[config.mk]
export PLATFORM = sky130hd
export DESIGN_NAME = reset_interrupt_vector_mapper
export DESIGN_NICKNAME = d
export VERILOG_FILES = /design/src/include/vector_map_pkg.sv /design/src/design/reset_interrupt_vector_mapper.sv
export VERILOG_INCLUDE_DIRS = /design/src /design/src/include
export SDC_FILE = /design/constraint.sdc
export NUM_CORES = 1
export LEC_CHECK = 0
export BUFFER_PORTS_ARGS = -buffer_cell sky130_fd_sc_hd__buf_4
export CAP_MARGIN = 30
export CORE_UTILIZATION = 54
export DETAILED_ROUTE_END_ITERATION = 7
export GPL_ROUTABILITY_DRIVEN = 0
export PLACE_DENSITY = 0.8
export SLEW_MARGIN = 30
export SYNTH_ARGS = -nofsm -noshare
export SYNTH_HDL_FRONTEND = slang
export SYNTH_SLANG_ARGS = --single-unit
[constraint.sdc]
create_clock -name clock -period 1 [get_ports clock]
set_clock_uncertainty 0.1 [all_clocks]
set_input_delay 0 -clock clock [delete_from_list [all_inputs] [get_ports clock]]
set_output_delay 0 -clock clock [all_outputs]
set_load 0.05 [all_outputs]
[src/include/vector_map_defines.svh]
// Purpose: Constants for the reset and interrupt vector mapper
// Assumes: Word-addressed program memory, 14-bit program counter
// Notes: Addresses are program word addresses
`ifndef VECTOR_MAP_DEFINES_SVH
`define VECTOR_MAP_DEFINES_SVH

`define PC_WIDTH 14
`define SRC_COUNT 25
`define SRC_WIDTH 5
`define VEC_WIDTH 5
`define RESET_ADDR 14'h0000
`define VEC_SPACING 14'h0002
`define BOOT_VEC_OFFSET 14'h0002
`define BOOT_START_DEFAULT 14'h1c00
`define FUSE_PROGRAMMED 1'b0
`define FUSE_SETTLE 2'h3

`endif

[src/include/vector_map_pkg.sv]
// Purpose: Types for the reset and interrupt vector mapper
// Assumes: Constants come from vector_map_defines.svh
// Notes: Source numbering is vector number minus two
`include "vector_map_defines.svh"
package vector_map_pkg;
    typedef logic [`PC_WIDTH-1:0] pc_t;
    typedef enum logic [`SRC_WIDTH-1:0] {
        src_ext_request_zero, src_ext_request_one,
        src_pin_change_request_zero, src_pin_change_request_one, src_pin_change_request_two,
        src_watchdog_timeout_source,
        src_timer2_compare_a, src_timer2_compare_b, src_timer2_overflow,
        src_timer1_capture, src_timer1_compare_a, src_timer1_compare_b, src_timer1_overflow,
        src_timer0_compare_a, src_timer0_compare_b, src_timer0_overflow,
        src_transfer_complete,
        src_rx_complete, src_tx_buffer_empty, src_tx_complete,
        src_conversion_complete, src_nv_data_ready, src_analog_compare,
        src_two_wire_serial_unit, src_program_store_ready
    } source_t;
    typedef enum {st_reset_pending, st_running} state_t;
endpackage

[src/design/reset_interrupt_vector_mapper.sv]
// Purpose: Fetch address for reset and for each accepted interrupt source
// Assumes: Core gives one-cycle accept pulse with the source number
// Notes: Boot section start comes from a size decoder outside this block
//
// What this block does
// - Reset fetches from word zero normally
// - External requests vector to two and four
// - Pin-change requests vector to six, eight, ten
// - Watchdog time-out vectors to twelve
// - Timer two sources vector to 0x0e-0x12
// - Timer one sources vector to 0x14-0x1a
// - Timer zero sources vector to 0x1c-0x20
// - Serial transfer complete vectors to 0x22
// - Serial port sources vector to 0x24-0x28
// - Converter, data memory, comparator at 0x2a-0x2e
// - Two-wire at 0x30, store ready last
// - Programmed fuse moves reset to boot start
// - Select bit adds boot start to vectors
// - Fuse moves reset, select bit moves vectors
// - Fuse low means programmed
// - Vector fetched only when interrupt is taken
`timescale 1ns/10ps
`include "vector_map_defines.svh"
module reset_interrupt_vector_mapper
(
    // Clock and reset
    input wire logic clock,
    input wire logic rst_n,
    // Configuration
    input wire logic boot_reset_fuse,
    input wire logic vector_base_select,
    input wire logic [`PC_WIDTH-1:0] boot_start,
    // Accepted interrupt from the core
    input wire logic irq_accept,
    input wire logic [`SRC_WIDTH-1:0] irq_source,
    // Fetch request to the core
    output logic fetch_valid,
    output logic fetch_is_reset,
    output logic [`PC_WIDTH-1:0] fetch_addr
);

    ////////////////////////////////////////////////////////////////////////////
    // Internal reset and fuse filter
    logic rst_meta;
    logic rst_sync_n;
    logic fuse_s1;
    logic fuse_s2;
    logic fuse_s3;
    logic [1:0] settle_count;
    logic fuse_settled;
    // Sequencing
    vector_map_pkg::state_t state;
    vector_map_pkg::state_t next_state;
    // Fetch decode
    logic source_ok;
    logic reset_fetch;
    logic irq_fetch;
    logic next_valid;
    logic next_is_reset;
    vector_map_pkg::pc_t vector_base;
    vector_map_pkg::pc_t next_addr;

    ////////////////////////////////////////////////////////////////////////////
    // Table position of a source; vector one is reset and never comes from here
    function automatic logic [`VEC_WIDTH-1:0] vector_number(
        input logic [`SRC_WIDTH-1:0] src
    );
        case (src)
            // External requests
            vector_map_pkg::src_ext_request_zero: vector_number = 5'h02;
            vector_map_pkg::src_ext_request_one: vector_number = 5'h03;

            // Pin-change requests
            vector_map_pkg::src_pin_change_request_zero: vector_number = 5'h04;
            vector_map_pkg::src_pin_change_request_one: vector_number = 5'h05;
            vector_map_pkg::src_pin_change_request_two: vector_number = 5'h06;

            // Watchdog
            vector_map_pkg::src_watchdog_timeout_source: vector_number = 5'h07;

            // Timer two
            vector_map_pkg::src_timer2_compare_a: vector_number = 5'h08;
            vector_map_pkg::src_timer2_compare_b: vector_number = 5'h09;
            vector_map_pkg::src_timer2_overflow: vector_number = 5'h0a;

            // Timer one
            vector_map_pkg::src_timer1_capture: vector_number = 5'h0b;
            vector_map_pkg::src_timer1_compare_a: vector_number = 5'h0c;
            vector_map_pkg::src_timer1_compare_b: vector_number = 5'h0d;
            vector_map_pkg::src_timer1_overflow: vector_number = 5'h0e;

            // Timer zero
            vector_map_pkg::src_timer0_compare_a: vector_number = 5'h0f;
            vector_map_pkg::src_timer0_compare_b: vector_number = 5'h10;
            vector_map_pkg::src_timer0_overflow: vector_number = 5'h11;

            // Serial peripheral
            vector_map_pkg::src_transfer_complete: vector_number = 5'h12;

            // Serial port
            vector_map_pkg::src_rx_complete: vector_number = 5'h13;
            vector_map_pkg::src_tx_buffer_empty: vector_number = 5'h14;
            vector_map_pkg::src_tx_complete: vector_number = 5'h15;

            // Converter, data memory, comparator
            vector_map_pkg::src_conversion_complete: vector_number = 5'h16;
            vector_map_pkg::src_nv_data_ready: vector_number = 5'h17;
            vector_map_pkg::src_analog_compare: vector_number = 5'h18;

            // Two-wire unit and program store, the last slot
            vector_map_pkg::src_two_wire_serial_unit: vector_number = 5'h19;
            vector_map_pkg::src_program_store_ready: vector_number = 5'h1a;
            default:
            begin
                vector_number = 5'h00;
            end
        endcase
    endfunction

    // Vector number n sits at (n-1)*2 from the base
    function automatic vector_map_pkg::pc_t vector_addr(
        input vector_map_pkg::pc_t base,
        input logic [`VEC_WIDTH-1:0] vec
    );
        logic [`VEC_WIDTH-1:0] vec_minus_one;
        vec_minus_one = `VEC_WIDTH'(vec - `VEC_WIDTH'h01);
        vector_addr = `PC_WIDTH'(base + `PC_WIDTH'(vec_minus_one) * `VEC_SPACING);
    endfunction

    ////////////////////////////////////////////////////////////////////////////
    always_ff @(posedge clock or negedge rst_n)
    begin
        if (!rst_n)
        begin
            rst_meta <= 1'b0;
            rst_sync_n <= 1'b0;
        end
        else
        begin
            rst_meta <= 1'b1;
            rst_sync_n <= rst_meta;
        end
    end

    ////////////////////////////////////////////////////////////////////////////
    // Fuse is a static strap but arrives from outside; filter it anyway
    always_ff @(posedge clock or negedge rst_sync_n)
    begin
        if (!rst_sync_n)
        begin
            fuse_s1 <= 1'b1;
            fuse_s2 <= 1'b1;
            fuse_s3 <= 1'b1;
        end
        else
        begin
            fuse_s1 <= boot_reset_fuse;
            fuse_s2 <= fuse_s1;
            fuse_s3 <= fuse_s2;
        end
    end

    // Filter flops reset to the unprogrammed level; that value must not be
    // taken for the fuse, so wait until real samples have filled the chain
    always_ff @(posedge clock or negedge rst_sync_n)
    begin
        if (!rst_sync_n)
        begin
            settle_count <= 2'h0;
        end
        else if (settle_count != `FUSE_SETTLE)
        begin
            settle_count <= settle_count + 2'h1;
        end
    end

    assign fuse_settled = (settle_count == `FUSE_SETTLE) && (fuse_s2 == fuse_s3);

    // Out-of-range source numbers are dropped rather than aliased
    assign source_ok = irq_source < `SRC_WIDTH'(`SRC_COUNT);
    assign reset_fetch = (state == vector_map_pkg::st_reset_pending) && fuse_settled;
    // Vector slots are only fetched on an accepted interrupt
    assign irq_fetch = (state == vector_map_pkg::st_running) && irq_accept && source_ok;

    ////////////////////////////////////////////////////////////////////////////
    // Reset vector is issued once, after the fuse filter has settled
    always_comb
    begin
        next_state = state;
        case (state)
            vector_map_pkg::st_reset_pending:
            begin
                if (fuse_settled)
                begin
                    next_state = vector_map_pkg::st_running;
                end
            end
            vector_map_pkg::st_running:
            begin
                next_state = vector_map_pkg::st_running;
            end
            default:
            begin
                next_state = vector_map_pkg::st_reset_pending;
            end
        endcase
    end

    always_ff @(posedge clock or negedge rst_sync_n)
    begin
        if (!rst_sync_n)
        begin
            state <= vector_map_pkg::st_reset_pending;
        end
        else
        begin
            state <= next_state;
        end
    end

    ////////////////////////////////////////////////////////////////////////////
    // Reset placement follows only the fuse, vector placement only the select bit;
    // a fuse change after reset does not move the reset fetch
    always_comb
    begin
        vector_base = `RESET_ADDR;
        next_addr = fetch_addr;
        next_valid = reset_fetch || irq_fetch;
        next_is_reset = reset_fetch;
        if (reset_fetch)
        begin
            if (fuse_s3 == `FUSE_PROGRAMMED)
            begin
                next_addr = boot_start;
            end
            else
            begin
                next_addr = `RESET_ADDR;
            end
        end
        else if (irq_fetch)
        begin
            if (vector_base_select)
            begin
                vector_base = boot_start;
            end
            next_addr = vector_addr(vector_base, vector_number(irq_source));
        end
    end

    ////////////////////////////////////////////////////////////////////////////
    // Outputs come straight from flops; the address holds between pulses
    always_ff @(posedge clock or negedge rst_sync_n)
    begin
        if (!rst_sync_n)
        begin
            fetch_valid <= 1'b0;
        end
        else
        begin
            fetch_valid <= next_valid;
        end
    end

    always_ff @(posedge clock or negedge rst_sync_n)
    begin
        if (!rst_sync_n)
        begin
            fetch_is_reset <= 1'b0;
        end
        else
        begin
            fetch_is_reset <= next_is_reset;
        end
    end

    always_ff @(posedge clock or negedge rst_sync_n)
    begin
        if (!rst_sync_n)
        begin
            fetch_addr <= `RESET_ADDR;
        end
        else
        begin
            fetch_addr <= next_addr;
        end
    end

endmodule // reset_interrupt_vector_mapper

==> flow_summary_export.csv, run 1 <==
group,metric,value,unit
outcome,outcome,"aborted with a tool error",
outcome,stop_stage,"clock tree synthesis (4_1_cts)",
outcome,error_line,"[ERROR DPL-0033] detailed placement checks failed during check placement.",
clock_network,max-clock-path-buffers,2,
synth,yosys.area.top_type,"dfrtp_1",
clock_network,postCtsResizedCells,48,
synth,async_reset_ff_share,100,%
synth,yosysUniqueCellTypes,58,
clock_network,post_cts_buffers,12,
synth,synth_xor_area_share,3.04,%
floorplanning,start_util,56.6,%
clock_network,cts-root-buf,"clkbuf_4",
synth,synth_area,1730,um^2
synth,syn_nets,225,
synth,synth_fa_ha_area_share,8.39,%
placed_design,dpl.hpwl,4180,um
clock_network,cts_buffers,3,
synth,synth_compound_area_share,25.6,%
synth,synth_flop_cell,"dfrtp_1",
synth,ys_seq_area_share,34.9,%
synth,synth_edf_count,0,
synth,synthMuxAreaShare,0.651,%
clock_network,clock_sinks,24,
synth,yosys.area.top_type_share,30.4,%
synth,synth_top_family_by_area,"compound AO/OA/AOI/OAI gates",
synth,synthCells,190,
floorplanning,die_h,58.6,um
synth,ys_warn_count,0,
floorplanning,io_pins,40,
placed_design,portBuffers,39,
floorplanning,die_x,58.6,um
synth,yosys.area_share.simple,22.7,%
synth,synth_area_per_cell,9.10,um^2
clock_network,holdBufCountCts,14,
synth,synth-seq-cells,24,
clock_network,cts.htree.levels,1,
floorplanning,row_count,20,
synth,synth.area.top_cells,"dfrtp_1, ha_1, a21oi_1",
[metrics by stage]
step / area [um^2] / std cells / hold slack [ps] / worst slack (ps)
after floorplan: 1900 / 190 / -396 / -1140
after detailed placement: 2540 / 314 / -313 / -1530
after global placement: 2540 / 314 / -318 / -1400
[Yosys cell counts (2+ instances only)]
cell type / number
o21a_1: 2
dfrtp_1: 21
and2_1: 4
ha_1: 10
nor2_1: 11
inv_1: 7
o211ai_1: 3
o21ai_0: 11
nand2_1: 17
clkbuf_1: 2
buf_6: 2
nor2b_1: 3
a21o_1: 3
nor3_1: 6
a211oi_1: 4
nor3b_1: 2
buf_2: 2
dfstp_2: 3
a31oi_1: 6
xnor2_1: 4
nand3_1: 6
a21oi_1: 18
xor2_1: 2
nand4_1: 4
o21ai_1: 4
[logic make-up after synthesis]
logic type / Yosys count
muxes: 1
DFF: 24
and+or+nand+nor: 67
other: 1
xor gates and xnor gates: 6
AOI/OAI and AO/OA: 65
buffers and inverters: 15
adders and majority gates: 11
==> inputs of run 2 (changes only) <==
CORE_UTILIZATION = 40   (was 54)
PLACE_DENSITY = default   (was 0.8)
PLACE_DENSITY_LB_ADDON = 0.15   (was default)
==> run 2 against run 1 <==
Net effect:
- synthesized cell count unchanged
- synthesized area unchanged
- the flow now finishes, with violations (setup timing)
==> flow_summary_export.csv, run 2 <==
group,metric,value,unit
placed_design,pre_cts_slack,-1560,ps
critical_path,rrSetupSlack,-610,ps
critical_path,required,1070,ps
finish,top_regs,"fetch_addr (14), settle_count (2)",
drt,drcViolationCount,0,
critical_path,worstPathMaxFanout,6,
global_routing,grt_overflow,0,
finish,layout_commonest_cell,"buf_4",
synth,synth-seq-cells,24,
synth,ys_seq_area_share,34.9,%
hold_path,hold_end,"fetch_addr[12]",
clock_network,clock_sinks,24,
sta,fmax,463,MHz
finish,largest_register_ffs,14,
sta,rsz0062_at_grt,"true",
floorplanning,coreArea,4090,um^2
floorplanning,die_x,67.8,um
finish,area_growth,81.0,%
finish,fin_area,3130,um^2
critical_path,cp-start-kind,"input pin",
placed_design,dpl.hpwl,3790,um
critical_path,cp.arrival,2230,ps
power_and_ir_drop,p_leak,1.36,nW
drt,via_count,1898,
hold_path,hp-start,"boot_start[12]",
global_routing,track_usage,26.1,%
critical_path,critical_path_class,"input pin to flip-flop",
finish,diodes,0,
global_routing,grt_pass1_wl,8740,um
drt,wl_per_cell,16.2,um
critical_path,regToRegEndpoint,"fetch_addr[9]",
finish,top_register,"fetch_addr",
finish,final_cell_mix,"buf_4, dfrtp_1, buf_6",
synth,synth.area.top_cells,"dfrtp_1, ha_1, a21oi_1",
power_and_ir_drop,ir_worst_vdd,0.967,mV
placed_design,portBuffers,39,
synth,synth_edf_count,0,
outcome,outcome,"finished, violations left",
drt,via_per_inst,5.39,
global_routing,grt_pass1_vias,1880,
sta,setup_slack,-1160,ps
sta,hold_viol,0,
critical_path,ff2ff_path_depth,7,
sta,setup-tns-final,-13670,ps
synth,synth_area_per_cell,9.10,um^2
floorplanning,start_util,42.3,%
critical_path,crit_path_cell_trace,"buf_6 -> buf_4 -> ha_2 -> o211ai_1 -> o21ai_1 -> xor2_1 -> ha_2 -> o21a_1 -> o31a_4 -> o211ai_1 -> a21oi_1 -> a211o_1",
floorplanning,dieArea,4590,um^2
synth,synth_most_common_cell,"dfrtp_1",
floorplanning,die_h,67.8,um
sta,slew_viol_final,0,
hold_path,whs_path_depth,5,
clock_network,cts_buffers,3,
synth,ys_warn_count,0,
drt,drtIter0Drc,69,
outcome,failed_checks,"setup timing",
critical_path,end_kind,"flip-flop",
critical_path,crit_path_top_delay_cell,"ha_2",
clock_network,cts.htree.levels,1,
finish,utilization,76.6,%
power_and_ir_drop,total_power,3.93,mW
synth,synthCells,190,
drt,ant_nets,0,
critical_path,r2r-start,"fuse_s3",
sta,min_period,2160,ps
critical_path,cp-startpoint,"irq_source[2]",
global_routing,grt_max_degree,23,
synth,yosysUniqueCellTypes,58,
clock_network,max-clock-path-buffers,2,
finish,nets,338,
run,maxCapViolCount,0,
clock_network,worstSkewPairLatency,270,ps
sta,fin_crit_sh,216,%
critical_path,cpPeakStageDelay,370,ps
drt,drt_pass1_iterations,4,
synth,synth_common_cells,"dfrtp_1, a21oi_1, nand2_1",
floorplanning,row_count,23,
power_and_ir_drop,powerDensity,1260,nW/um^2
synth,yosys.area.top_type_share,30.4,%
finish,final_cells,352,
drt,totalWireLength,5700,um
synth,synth_flop_cell,"dfrtp_1",
floorplanning,io_pins,40,
clock_network,cts-root-buf,"clkbuf_8",
clock_network,cts_tree,"built",
global_routing,antenna_found_initial,0,
placed_design,placed_area,2580,um^2
finish,drive_gt1_share,55.3,%
sta,whs,8.47,ps
placed_design,dp.cells,322,
synth,synth_area,1730,um^2
hold_path,hold_class,"input pin to flip-flop",
sta,setup_viol,20,
synth,syn_nets,225,
synth,yosys.area.top_type,"dfrtp_1",
clock_network,clk_pin_slew,100,ps
synth,async_reset_ff_share,100,%
run 2: final cells by class:
type | count | area [um^2]
Sequential cell | 24 | 604
Tap cell | 50 | 62.6
Inverter | 9 | 41.3
Clock inverter | 1 | 30.0
Multi-Input combinational cell | 151 | 1360
Clock buffer | 3 | 41.3
Fill cell | 283 | 957
Timing Repair Buffer | 114 | 995
run 2: worst max-delay path by stage:
stage	slack (ps)	cells past startpoint	end
global placement	-1450	14	fetch_addr[10]
floorplan	-1140	13	fetch_addr[7]
CTS	-1140	14	fetch_addr[7]
finish	-1160	12	fetch_addr[7]
detailed placement	-1560	14	fetch_addr[9]
global route	-1240	14	fetch_addr[7]
run 2: worst max-delay path: cells and delay by family:
family                   cells  cell delay, ps
XOR/XNOR                     1             240
AO/OA/AOI/OAI                7            1200
buffers and inverters        2             240
adder cells (fa/ha/maj)      2             550
run 2: repair_timing:
item / 4_1_cts / 5_1_grt
hold buffers: 11 / 0
resized for setup: 35 / 27
pin swaps: 22 / 24
setup buffers: 8 / 11
endpoints found under the hold margin: 11 / 0
endpoints found under the setup margin: 20 / 21
run 2: report_power, final:
part	total, mW	switching [mW]	leakage (nW)	internal [mW]
sequential	1.17	0.0780	0.276	1.09
clock	0.899	0.362	0.0357	0.536
combinational	1.86	1.01	1.05	0.849
total	3.93	1.45	1.36	2.48
run 2: per-layer routing:
metal  wire, um  share of wire [%]  vias to the layer above  track usage [%]
li1           -                  -                      928                -
met1       2410                 42                      901             31.2
met2       2960                 52                       59             45.9
met3        232                4.1                       10             3.55
met4         92                1.6                        0             11.4
met5          0                  0                        -                0
run 2: cell families after synthesis:
logic type                 synth area share [%]
AOI/OAI and AO/OA                          25.6
other                                     0.217
muxes                                     0.651
adders and majority gates                  8.39
and+or+nand+nor                            22.7
buffers and inverters                      4.41
DFF                                        34.9
xor gates and xnor gates                   3.04
Note: power is estimated with default switching activity, not from simulation.
